<file path="src/logic/mpm_pkg.sv">
// Constants shared by the registered 16x16 multiplier
`default_nettype none
package mpm_pkg;
  localparam int          MPM_OP_W        = 16;
  localparam int          MPM_ADDR_W      = 12;
  localparam int          MPM_NUM_STROBE  = 4;
  // Register byte offsets
  localparam logic [11:0] MPM_OFF_CTRL    = 12'h000;
  localparam logic [11:0] MPM_OFF_PROD    = 12'h004;
  localparam logic [11:0] MPM_OFF_XOP     = 12'h008;
  localparam logic [11:0] MPM_OFF_YOP     = 12'h00C;
  // Control field positions
  localparam int          MPM_CTRL_W      = 7;
  localparam int          MPM_B_XSIGNED   = 0;
  localparam int          MPM_B_YSIGNED   = 1;
  localparam int          MPM_B_SHIFT     = 2;
  localparam int          MPM_B_BYPASS    = 3;
  localparam int          MPM_B_ROUTE     = 4;
  localparam int          MPM_B_PORT_EN   = 5;
  localparam int          MPM_B_LOWER_OEN = 6;
  // Reset: Y port in input mode, product port released
  localparam logic [6:0]  MPM_CTRL_RESET  = 7'h40;
  // Strobe positions within the strobe group
  localparam int          MPM_S_X         = 0;
  localparam int          MPM_S_Y         = 1;
  localparam int          MPM_S_LOWER     = 2;
  localparam int          MPM_S_UPPER     = 3;
  // Synchroniser depth
  localparam int          MPM_SYNC_STAGES = 2;
endpackage
`default_nettype wire

</file>
<file path="src/logic/mpm_multiplier.sv">
// Registered 16x16 multiplier with APB control, a dedicated product port and a shared Y port
//
// Implementation choices: the APB interface to the registers and the register offsets.
`default_nettype none
//
// Contract
// - Multiply two 16-bit operands into a full 32-bit product, two words.
// - Each operand signed or unsigned by its own select; mixing allowed.
// - Each operand and product register loads on its own strobe's rise.
// - Dedicated product port shows upper or lower word, one at a time.
// - Lower word may be driven onto the Y port; host must not drive then.
// - Every product driver can release its lines (port enable low, lower enable high).
// - Bypass mode passes array result through instead of the held words.
// - Y loads only while lower enable high; low drives the lower word.
// - Route select high puts lower word on product port; port needs enable.
// - Shift control low drops duplicate sign, shifts upper word up one.
// - Four separate load strobes: X, Y, lower product, upper product.
module mpm_multiplier
  import mpm_pkg::*;
(
  // APB clock and reset
  input  wire logic                  pclk,
  input  wire logic                  presetn,
  // APB slave
  input  wire logic [MPM_ADDR_W-1:0] paddr,
  input  wire logic                  psel,
  input  wire logic                  penable,
  input  wire logic                  pwrite,
  input  wire logic [31:0]           pwdata,
  input  wire logic [3:0]            pstrb,
  output logic      [31:0]           prdata,
  output logic                       pready,
  output logic                       pslverr,
  // Operand pins
  input  wire logic [MPM_OP_W-1:0]   x_data_in,
  input  wire logic [MPM_OP_W-1:0]   y_data_in,
  // Shared Y port, lower word output side
  output logic      [MPM_OP_W-1:0]   y_data_out,
  output logic                       y_data_oe,
  // Dedicated product port
  output logic      [MPM_OP_W-1:0]   product_out,
  output logic                       product_oe,
  // Load strobes
  input  wire logic                  x_load_clk,
  input  wire logic                  y_load_clk,
  input  wire logic                  lower_load_clk,
  input  wire logic                  upper_load_clk
);
  localparam int SW = 2 * MPM_OP_W + MPM_NUM_STROBE;

  logic [SW-1:0]             sync_q;
  logic [MPM_NUM_STROBE-1:0] strobe_d;
  logic [MPM_CTRL_W-1:0]     ctrl;
  logic [MPM_OP_W-1:0]       x_op;
  logic [MPM_OP_W-1:0]       y_op;
  logic                      x_signed;
  logic                      y_signed;
  logic [MPM_OP_W-1:0]       lower_word;
  logic [MPM_OP_W-1:0]       upper_word;
  logic signed [33:0]        full_product;

  wire  [MPM_OP_W-1:0]       x_s;
  wire  [MPM_OP_W-1:0]       y_s;
  wire  [MPM_NUM_STROBE-1:0] strobe_s;
  wire  [MPM_NUM_STROBE-1:0] strobe_rise;
  wire  signed [16:0]        x_ext;
  wire  signed [16:0]        y_ext;
  wire  [31:0]               prod;
  wire  [MPM_OP_W-1:0]       upper_arr;
  wire  [MPM_OP_W-1:0]       lower_arr;
  wire  [MPM_OP_W-1:0]       upper_sel;
  wire  [MPM_OP_W-1:0]       lower_sel;
  wire                       y_accept;
  wire                       apb_setup;
  wire                       apb_done;
  wire                       apb_wr;
  wire                       hit_ctrl;
  wire                       hit_prod;
  wire                       hit_xop;
  wire                       hit_yop;
  wire                       hit_any;
  wire  [31:0]               rd_mux;

  // Pins come from outside the clock domain
  mpm_sync #(
    .W (SW)
  ) u_sync (
    .pclk    (pclk),
    .presetn (presetn),
    .d       ({upper_load_clk, lower_load_clk, y_load_clk, x_load_clk,
                y_data_in, x_data_in}),
    .q       (sync_q)
  );

  assign x_s      = sync_q[MPM_OP_W-1:0];
  assign y_s      = sync_q[2*MPM_OP_W-1:MPM_OP_W];
  assign strobe_s = sync_q[SW-1:2*MPM_OP_W];

  // Data and strobes pass equal stages, so data is aligned with its edge
  assign strobe_rise = strobe_s & ~strobe_d;

  always_ff @(posedge pclk or negedge presetn)
  begin
    if (!presetn)
      strobe_d <= '0;
    else
      strobe_d <= strobe_s;
  end

  // Y pins carry our own lower word while the port is turned round
  assign y_accept = ctrl[MPM_B_LOWER_OEN];

  // Format selects are captured with their operand
  always_ff @(posedge pclk or negedge presetn)
  begin
    if (!presetn)
    begin
      x_op     <= '0;
      x_signed <= 1'b0;
    end
    else if (strobe_rise[MPM_S_X])
    begin
      x_op     <= x_s;
      x_signed <= ctrl[MPM_B_XSIGNED];
    end
  end

  always_ff @(posedge pclk or negedge presetn)
  begin
    if (!presetn)
    begin
      y_op     <= '0;
      y_signed <= 1'b0;
    end
    else if (strobe_rise[MPM_S_Y] && y_accept)
    begin
      y_op     <= y_s;
      y_signed <= ctrl[MPM_B_YSIGNED];
    end
  end

  // Seventeenth bit makes one signed multiply cover every mode
  assign x_ext = {x_signed & x_op[MPM_OP_W-1], x_op};
  assign y_ext = {y_signed & y_op[MPM_OP_W-1], y_op};

  always_comb
  begin
    full_product = x_ext * y_ext;
  end

  assign prod = full_product[31:0];

  // Shifted form keeps the duplicated sign at the top of the lower word
  assign upper_arr = ctrl[MPM_B_SHIFT] ? prod[31:16]
                                       : prod[30:15];
  assign lower_arr = ctrl[MPM_B_SHIFT] ? prod[15:0]
                                       : {prod[30], prod[14:0]};

  always_ff @(posedge pclk or negedge presetn)
  begin
    if (!presetn)
      lower_word <= '0;
    else if (strobe_rise[MPM_S_LOWER])
      lower_word <= lower_arr;
  end

  always_ff @(posedge pclk or negedge presetn)
  begin
    if (!presetn)
      upper_word <= '0;
    else if (strobe_rise[MPM_S_UPPER])
      upper_word <= upper_arr;
  end

  // Transparent mode still costs one cycle: outputs must be registered
  assign lower_sel = ctrl[MPM_B_BYPASS] ? lower_arr : lower_word;
  assign upper_sel = ctrl[MPM_B_BYPASS] ? upper_arr : upper_word;

  always_ff @(posedge pclk or negedge presetn)
  begin
    if (!presetn)
    begin
      product_out <= '0;
      product_oe  <= 1'b0;
      y_data_out  <= '0;
      y_data_oe   <= 1'b0;
    end
    else
    begin
      product_out <= ctrl[MPM_B_ROUTE] ? lower_sel : upper_sel;
      product_oe  <= ctrl[MPM_B_PORT_EN];
      y_data_out  <= lower_sel;
      y_data_oe   <= ~ctrl[MPM_B_LOWER_OEN];
    end
  end

  // APB decode
  assign apb_setup = psel & penable & ~pready;
  assign apb_done  = psel & penable & pready;
  assign apb_wr    = apb_done & pwrite;
  assign hit_ctrl  = (paddr == MPM_OFF_CTRL);
  assign hit_prod  = (paddr == MPM_OFF_PROD);
  assign hit_xop   = (paddr == MPM_OFF_XOP);
  assign hit_yop   = (paddr == MPM_OFF_YOP);
  assign hit_any   = hit_ctrl | hit_prod | hit_xop | hit_yop;

  assign rd_mux = hit_ctrl ? {25'h0000000, ctrl}
                : hit_prod ? {upper_sel, lower_sel}
                : hit_xop  ? {15'h0000, x_signed, x_op}
                : hit_yop  ? {15'h0000, y_signed, y_op}
                : 32'h00000000;

  // Control writes only through byte lane 0, where every field sits
  always_ff @(posedge pclk or negedge presetn)
  begin
    if (!presetn)
      ctrl <= MPM_CTRL_RESET;
    else if (apb_wr && hit_ctrl && pstrb[0])
      ctrl <= pwdata[MPM_CTRL_W-1:0];
  end

  // One wait state lets pready, prdata and pslverr come from flops
  always_ff @(posedge pclk or negedge presetn)
  begin
    if (!presetn)
    begin
      pready  <= 1'b0;
      pslverr <= 1'b0;
      prdata  <= '0;
    end
    else if (apb_setup)
    begin
      pready  <= 1'b1;
      pslverr <= ~hit_any;
      prdata  <= pwrite ? 32'h00000000 : rd_mux;
    end
    else
    begin
      pready  <= 1'b0;
      pslverr <= 1'b0;
      prdata  <= '0;
    end
  end
endmodule
`default_nettype wire

</file>
<file path="src/logic/mpm_sync.sv">
// Two-flop synchroniser for a group of pin inputs
`default_nettype none
module mpm_sync
  import mpm_pkg::*;
#(
  parameter int W = 1
)
(
  // Clock and reset
  input  wire logic         pclk,
  input  wire logic         presetn,
  // Pins and synchronised copy
  input  wire logic [W-1:0] d,
  output logic      [W-1:0] q
);
  logic [W-1:0] meta;

  // First stage feeds only the second stage
  always_ff @(posedge pclk or negedge presetn)
  begin
    if (!presetn)
    begin
      meta <= '0;
      q    <= '0;
    end
    else
    begin
      meta <= d;
      q    <= meta;
    end
  end
endmodule
`default_nettype wire

</file>
<file path="config.mk">
export PLATFORM = sky130hd
export DESIGN_NAME = mpm_multiplier
export DESIGN_NICKNAME = d
export VERILOG_FILES = /design/src/logic/mpm_pkg.sv /design/src/logic/mpm_multiplier.sv /design/src/logic/mpm_sync.sv
export SDC_FILE = /design/constraint.sdc
export NUM_CORES = 1
export LEC_CHECK = 0
export BUFFER_PORTS_ARGS = -buffer_cell sky130_fd_sc_hd__buf_2
export CAP_MARGIN = 20
export CORE_MARGIN = 5
export CORE_UTILIZATION = 40
export CTS_CLUSTER_DIAMETER = 120
export CTS_CLUSTER_SIZE = 14
export DETAILED_ROUTE_END_ITERATION = 8
export GPL_TIMING_DRIVEN = 0
export PLACE_DENSITY = 0.65
export SETUP_SLACK_MARGIN = 0.02
export SYNTH_ARGS = -nofsm -noshare
export SYNTH_HDL_FRONTEND = slang
export SYNTH_SLANG_ARGS = --single-unit
</file>
<file path="constraint.sdc">
create_clock -name pclk -period 6.3 [get_ports pclk]
set_clock_uncertainty 0.1 [all_clocks]
set_input_delay 0.315 -clock pclk [delete_from_list [all_inputs] [get_ports pclk]]
set_output_delay 0.315 -clock pclk [all_outputs]
set_load 0.05 [all_outputs]
</file>
# After elaboration in Yosys (flattened, before gate mapping)
# Index checks and enable logic that the tools add are counted.
[totals]
regBits = 217
in_bits = 89
output_inout_bits = 68
elab_cells = 52
[op_classes]
multipliers = 1
n_eq_ne = 3
n_mux = 13
bitwise_logic = 14
n_reduce_logical = 4
[op_table]
columns = ["operator", "count"]
rows = [
  ["32-bit 2-to-1 mux", 4],
  ["16-bit 2-to-1 mux", 5],
  ["17-bit 2-to-1 mux", 2],
  ["17-bit by 17-bit multiplier with 32-bit output", 1],
  ["12-bit by 4-bit == test with 1-bit output, second input constant", 2],
  ["12-bit by 3-bit == test with 1-bit output, second input constant", 1],
  ["12-bit zero test", 1],
  ["1-bit AND", 6],
  ["4-bit AND", 1],
  ["4-bit NOT", 1],
  ["1-bit logical AND", 3],
  ["1-bit NOT", 3],
  ["1-bit OR", 3],
  ["1-bit 2-to-1 mux", 2],
]

# Logic depth before layout (Yosys ltp)
# Gate-level depths: netlist of the first run.
[depth]
depth_word = 8
depth_mapped = 26
depth_no_buf = 24

# By module
# A second synthesis of the first run with hierarchy kept.
[hier_totals]
cells_unflattened = 1751
area_unflattened_um2 = 18332.6
[modules_own_cells]
columns = ["module", "n_inst", "cells_each", "area_per_inst_um2", "seq_area_each_um2"]
rows = [
  ["mpm_multiplier", 1, 1679, 16530.9, 3629.7],
  ["mpm_sync", 1, 72, 1801.7, 1801.7],
]

# Worst setup path before layout of the first run
# OpenSTA, ideal clock, no wires.
[synth_timing]
path_kind = "register to register"
from = "register x_op[15]"
to = "register product_out[7]"
setup_ns = 0.138
t_arrival_ns = 6.352
required_time_ns = 6.062
slack_ns = -0.291
stages_incl_launch_ff = 26
n_path_buf = 3
synth_period_minus_slack_ns = 6.591
cell_sequence = "dfrtp_1 > clkbuf_1 > and2_1 > clkbuf_1 > nand2_1 > inv_1 > fa_1 > fa_1 > inv_1 > fa_1 > inv_1 > fa_1 > fa_1 > inv_1 > fa_1 > inv_1 > ha_1 > clkbuf_1 > a211oi_1 > o31ai_1 > inv_1 > a31oi_4 > a31oi_4 > xnor2_1 > mux2_2 > mux4_2"
[synth_between]
elab_chain_cells = 5
[synth_rtl]
columns = ["element", "line_no", "source"]
rows = [
  ["from (decl)", "mpm_multiplier.sv:54", "logic [MPM_OP_W-1:0] x_op;"],
  ["from (signal assigned)", "mpm_multiplier.sv:123", "x_op <= x_s;"],
  ["1-bit AND", "mpm_multiplier.sv:143", "assign x_ext = {x_signed & x_op[MPM_OP_W-1], x_op};"],
  ["17-bit by 17-bit multiplier with 32-bit output *", "mpm_multiplier.sv:148", "full_product = x_ext * y_ext;"],
  ["16-bit 2-to-1 mux *", "mpm_multiplier.sv:154", "assign upper_arr = ctrl[MPM_B_SHIFT] ? prod[31:16]"],
  ["16-bit 2-to-1 mux *", "mpm_multiplier.sv:177", "assign upper_sel = ctrl[MPM_B_BYPASS] ? upper_arr : upper_word;"],
  ["16-bit 2-to-1 mux *", "mpm_multiplier.sv:190", "product_out <= ctrl[MPM_B_ROUTE] ? lower_sel : upper_sel;"],
  ["to (signal assigned)", "mpm_multiplier.sv:190", ""],
  ["to (decl)", "mpm_multiplier.sv:41", "output logic [MPM_OP_W-1:0] product_out,"],
]
# Every way passes the cells marked *; elsewhere a longest branch is shown, timed or not.
# A chain may end at the register's enable or synchronous reset.

# Worst setup path after layout of the first run
[layout_timing]
from = "register y_op[15]"
to = "register product_out[15]"
[layout_between]
elab_chain_cells = 5
word_cells_on_any_way = 7
cone_classes = "mul: 1; mux: 5; bitwise: 1"
[layout_rtl]
columns = ["element", "line_no", "source"]
rows = [
  ["from (decl)", "mpm_multiplier.sv:55", "logic [MPM_OP_W-1:0] y_op;"],
  ["from (signal assigned)", "mpm_multiplier.sv:137", "y_op <= y_s;"],
  ["1-bit AND", "mpm_multiplier.sv:144", "assign y_ext = {y_signed & y_op[MPM_OP_W-1], y_op};"],
  ["17-bit by 17-bit multiplier with 32-bit output *", "mpm_multiplier.sv:148", ""],
  ["16-bit 2-to-1 mux, on equally long branches", "mpm_multiplier.sv:154, mpm_multiplier.sv:156", ""],
  ["16-bit 2-to-1 mux, on equally long branches", "mpm_multiplier.sv:177, mpm_multiplier.sv:176", ""],
  ["16-bit 2-to-1 mux *", "mpm_multiplier.sv:190", ""],
]
# Marked as above.

==> metrics.txt, run 1 <==
outcome=finished with violations; failing checks=setup timing; Final Hold Viols=0; total CTS buffers=20; Slew HR=23.4%; vias in the first global route=15.0k; dpl hpwl=41400 µm; Worst setup SP type=flop; reg-to-reg endpoint=product_out[15]; H-Tree Depth=1; Synth cell types=60; row count=78; Max Buffers Root-to-Sink=3; IO buf count=128; worst slew pin tran=1150 ps; initial antenna violation count=4; Final nets=2534; ys flop type=dfrtp_1; RSZ-0062 raised after global routing=true; Via-to-Cell Ratio=5.24; Synthesized Nets=2230; WP buf/inv=4; crit path to=product_out[15]; Ys Warns=0; die area=50600 µm²; CP max FO=10; Register-to-Register Path Depth=21; critical-path cell list=nand2_4 -> clkbuf_8 -> nor2_1 -> fa_1 -> fa_2 -> fa_1 -> fa_1 -> fa_1 -> inv_1 -> fa_2 -> inv_1 -> ha_4 -> and4_4 -> nand4_1 -> or3_4 -> nand4_1 -> buf_4 -> a21oi_1 -> or3_4 -> a222oi_1 -> o31ai_1; # IOs=157; Data required, critical path=6590 ps; chip height=225 µm; DP Worst Slack=-1520 ps; Fmax achieved=0.150 GHz; Setup crit end kind=flop; CP max stage cell=fa_2; Starting Density=40.6%; DR vias=14.1k; Routed Antenna Nets=0; ys async rst share=100%; WHS=135 ps; global-route wire length before repair=87800 µm; area grow syn2layout=26.3%; worst setup path startpoint=y_op[15]; critical path's largest stage delay=630 ps; Iter 0 DRT Violations=1090; CTS tree=yes; GRT met1 Usage=30.4%; total of max-cap violations=0; Top delay family on crit path=adder cells; Gate Count Post-Synth=1777; GRT overflow=0; clock slew at reported path FFs=70 ps; setup tns final=-8890 ps; flop-to-flop setup slack=-380 ps; post-synth top area share=30.6%; GR Util met3=6.03%; CP most frequent cell=fa_1; Post-synth EDFFs=0; Post-Syn Area=18500 µm²; max-slew violations=0; largest net degree at the start of global routing=112; sequential-to-total area share from yosys stat=29.4%; CP Class=reg2reg; HP Class=in2reg; Worst path depth=21; global routing's busiest layer=met2; Global Route met2 Usage=35.6%; Core ar.=45500 µm²; final setup vio count=45; most frequent cells in the layout=inv_1 (313), fa_1 (272), nand2_1 (194); reg2reg start=y_op[15]; fraction of layout cells with a size suffix above 1=28.1%; CTS Root Cell=clkbuf_16; most common cell after layout, fill and taps aside=inv_1; Die Wd=225 µm; Synth area leader=fa_1; Mean Syn Cell Area=10.4 µm²; setup ws final=-383 ps; Initial DRT Pass Iterations=5; period utilization=106%; TritonCTS sink count=217; Filler cells=4023; Placer Congestion=0.926; Residual DRC=0; GRT Util Overall=22.7%; FF+latch count, synth=217; WL/cell=21.6 µm; worst skew pair latency=530 ps; WL final=58100 µm; post-route minimum period=6680 ps; top cells by area, synth=fa_1 (31%), dfrtp_1 (29%), inv_1 (6.8%), ha_1 (5.6%), and2_1 (4.3%); WP data arrival=6970 ps
## tightest hold or removal path, stage by stage
cell and delay, ps:
buf_2 90, nor3_1 90, nand4_1 130, o41ai_2 90
## synth_stat cells, types with 3 or more instances
| master | count |
|---|---|
| inv_1 | 333 |
| fa_1 | 282 |
| dfrtp_1 | 216 |
| nand2_1 | 208 |
| and2_1 | 126 |
| clkbuf_1 | 95 |
| ha_1 | 82 |
| mux2_2 | 61 |
| nor2_1 | 60 |
| o21ai_0 | 40 |
| a21oi_1 | 31 |
| xnor2_1 | 29 |
| mux2i_1 | 25 |
| a211oi_1 | 18 |
| a221oi_1 | 16 |
| and3_1 | 16 |
| nor3_1 | 16 |
| nand3_1 | 10 |
| o31ai_1 | 9 |
| a21o_1 | 8 |
| o21a_1 | 8 |
| xor2_1 | 8 |
| o21ai_1 | 6 |
| or2_2 | 6 |
| nand2b_1 | 4 |
| nand3b_1 | 4 |
| o21bai_1 | 4 |
| o221ai_1 | 4 |
| a211o_1 | 3 |
| a31oi_1 | 3 |
| nand4_1 | 3 |
| nor2b_1 | 3 |
| o22ai_1 | 3 |
| o41ai_1 | 3 |
## per-layer routing
metal  wire [µm]  vias to the layer above
met4        2900                        2
met3        5670                      171
li1            -                     6080
met5          12                        -
met1       22900                     7234
met2       26600                      636
## what timing repair did
action | CTS | global route
cloned | 0 | 1
pin swaps | 53 | 60
hold buffers | 46 | 0
gates resized for setup | 211 | 145
endpoints found under the setup margin | 60 | 53
buffers inserted | 81 | 52
endpoints found under the hold margin | 150 | 0
## cell families (layout without fill, tap and decap cells)
logic type	count (synthesis)	after routing	share of synthesized area [%]
other cells	0	4	0
buf+inv	430	745	8.74
simple gates	464	464	12.0
mux	87	87	5.20
fa+ha+maj	364	364	36.1
compound gates	178	178	6.78
xor+xnor	37	37	1.75
flops	217	217	29.4
## flip-flops by register name, summed over array words and instances, names as in the netlist, 4 cells and up
name         cells
ctrl             7
y_data_out      16
y_op            16
u_sync.meta     36
lower_word      16
upper_word      16
prdata          32
strobe_d         4
product_out     16
u_sync.q        36
x_op            16
## through the flow
stage | utilization [%] | instances | area (µm²)
after floorplan | - | 1777 | 18600
after global placement | 43.9 | 2505 | 20000
after detailed placement | 44.0 | 2506 | 20000
after CTS | 49.3 | 2642 | 22400
after global routing | 51.3 | 2692 | 23300
final | 51.3 | 2696 | 23300
## worst min-delay path by stage
stage | cells past startpoint | endpoint | startpoint
after floorplan | 0 | ctrl[0] | presetn
after global placement | 0 | u_sync.q[27] | u_sync.meta[27]
final | 4 | prdata[31] | pwrite
after global routing | 4 | prdata[31] | pwrite
after detailed placement | 0 | u_sync.q[22] | u_sync.meta[22]
after CTS | 4 | prdata[31] | pwrite
## area by class of cell
| cell class | count | area, µm² | share of cell area (%) |
|---|---|---|---|
| Multi-Input combinational cell | 1130 | 12400 | 53.0 |
| Tap cell | 600 | 751 | 3.22 |
| Timing Repair Buffer | 309 | 2260 | 9.68 |
| Clock buffer | 29 | 534 | 2.29 |
| Buffer | 69 | 596 | 2.55 |
| Inverter | 334 | 1260 | 5.40 |
| Clock inverter | 4 | 83.8 | 0.359 |
| Antenna cell | 4 | 10.0 | 0.0429 |
| Sequential cell | 217 | 5470 | 23.5 |
Power of run 1 is not shown: default switching activity piles up to over one toggle a cycle in this logic, so the estimate is an artifact.
==> inputs of run 2 (changes only) <==
--- a/config.mk
+++ b/config.mk
@@ -15,6 +15,7 @@
 export GPL_TIMING_DRIVEN = 0
 export PLACE_DENSITY = 0.65
 export SETUP_SLACK_MARGIN = 0.02
+export SKIP_CTS_REPAIR_TIMING = 1
 export SYNTH_ARGS = -nofsm -noshare
 export SYNTH_HDL_FRONTEND = slang
 export SYNTH_SLANG_ARGS = --single-unit
==> run 2 against run 1 <==
  * The flow still finishes with violations (setup timing)
  * Worst setup slack lost 64 ps
  * Hold slack gained 2.6 ps
  * Die area unchanged
  * First-iteration DRC count down 5.9%
  * Wire length shrank 6.2%
  * Non-clock buffer count shrank 48
  * Largest cell class unchanged
==> metrics.txt, run 2 (synthesized netlist as in run 1, its figures left out) <==
outcome=finished with violations; failing checks=setup timing; Final Hold Viols=0 (unchanged); Register-to-Register Path Depth=23 (+9.5%); Iter 0 DRT Violations=1026 (-5.9%); Max Buffers Root-to-Sink=3 (unchanged); H-Tree Depth=1 (unchanged); Initial DRT Pass Iterations=5 (unchanged); Placer Congestion=0.926 (unchanged); most frequent cells in the layout=inv_1 (319), fa_1 (276), nand2_1 (201); Fmax achieved=0.148 GHz (-0.95%); chip height=225 µm (unchanged); total of max-cap violations=0 (unchanged); hold endpoint=prdata[31]; setup tns final=-11240 ps (-2350 ps); worst slew pin tran=1080 ps (-66.6 ps); area grow syn2layout=22.9%; reg2reg start=y_op[3]; hold_sp=pwrite; Worst setup SP type=flop; Data required, critical path=6580 ps (about the same); clock slew at reported path FFs=70 ps (about the same); CP Class=reg2reg; # IOs=157 (unchanged); CTS tree=yes; CP max FO=7 (-3); WHS=138 ps (+2.64 ps); global-route wire length before repair=80500 µm (-8.2%); Final nets=2486 (-1.9%); post-route minimum period=6750 ps (+63.8 ps); GRT Util Overall=20.6% (-2.1 points); final setup vio count=47 (+4.4%); period utilization=107% (+1.0 points); row count=78 (unchanged); vias in the first global route=14.3k (-5.2%); Residual DRC=0 (unchanged); Filler cells=4090 (+1.7%); HP Class=in2reg; die area=50600 µm² (unchanged); worst skew pair latency=530 ps (about the same); initial antenna violation count=5 (+1); flop-to-flop setup slack=-450 ps (-60 ps); Core ar.=45500 µm² (unchanged); DR vias=13.7k (-3.0%); CTS Root Cell=clkbuf_16; setup ws final=-447 ps (-63.8 ps); TritonCTS sink count=217 (unchanged); WP data arrival=7020 ps (+50 ps); WL/cell=20.6 µm (-4.4%); register area=5480 µm² (about the same); RSZ-0062 raised after global routing=true; Routed Antenna Nets=0 (unchanged); Starting Density=40.6% (unchanged); IO buf count=128 (unchanged); WHS Path Cells=4 (unchanged); total CTS buffers=20 (unchanged); most common cell after layout, fill and taps aside=inv_1; max-slew violations=0 (unchanged); Multi-input gate area=12300 µm² (-0.81%); fraction of layout cells with a size suffix above 1=24.9% (-3.2 points); Slew HR=27.8% (+4.4 points); GRT overflow=0 (unchanged); top flop regs=u_sync.meta x36, u_sync.q x36, prdata x32; reg-to-reg endpoint=product_out[7]; dpl hpwl=41400 µm (unchanged); Via-to-Cell Ratio=5.18 (-1.2%); WL final=54500 µm (-6.2%); Die Wd=225 µm (unchanged); largest net degree at the start of global routing=112 (unchanged); Setup crit end kind=flop
## run 2: worst max path at each step
stage | cells after the start | slack [ps] | endpoint | start
6_report | 23 | -450 | product_out[7] | y_op[3]
2_1_floorplan | 23 | 20 | product_out[7] | x_signed
5_1_grt | 26 | -600 | prdata[24] | x_signed
4_1_cts | 22 | -1540 | prdata[15] | y_op[15]
3_3_place_gp | 22 | -1450 | prdata[15] | y_op[15]
3_5_place_dp | 22 | -1520 | prdata[15] | y_op[15]
## run 2: worst max-delay path: stages (launching register included)
cell and delay (ps):
dfrtp_2 520, buf_8 190, buf_4 130, nand2_2 60, inv_1 60, fa_2 580
inv_4 70, fa_1 490, inv_2 40, fa_1 450, fa_1 520, fa_1 540
inv_2 40, fa_2 590, inv_2 60, ha_4 280, inv_1 60, o31ai_2 370
inv_2 100, a31oi_4 260, a31oi_4 130, xnor2_2 170, mux2_4 290, mux4_2 480
## run 2: metrics by stage
step	cells	instance area (µm²)	setup slack, ps	utilization (%)
6_report	2647	22700	-447	49.9
5_1_grt	2644	22700	-596	49.9
4_1_cts	2539	20600	-1540	45.4
3_5_place_dp	2506	20000	-1520	44.0
3_3_place_gp	2505	20000	-1450	43.9
2_1_floorplan	1777	18600	19.3	-
## run 2: per-layer routing
metal / global-route usage, % / up-vias / wire length (µm)
met5: 0 / - / 0
met4: 7.41 / 0 / 1970
met3: 4.76 / 126 / 4790
met2: 33.4 / 557 / 26400
met1: 27.4 / 7038 / 21400
li1: - / 5985 / -
## run 2: cell type report
type	instances	share of cell area, %
clock buffer	29	2.35
timing repair buffer	258	8.02
buffer	72	2.23
tap	600	3.31
inverter	334	5.55
sequential	217	24.1
antenna	3	0.0331
clock inverter	4	0.369
multi-input combinational	1130	54.0
Power of run 2 is left out for the same reason.
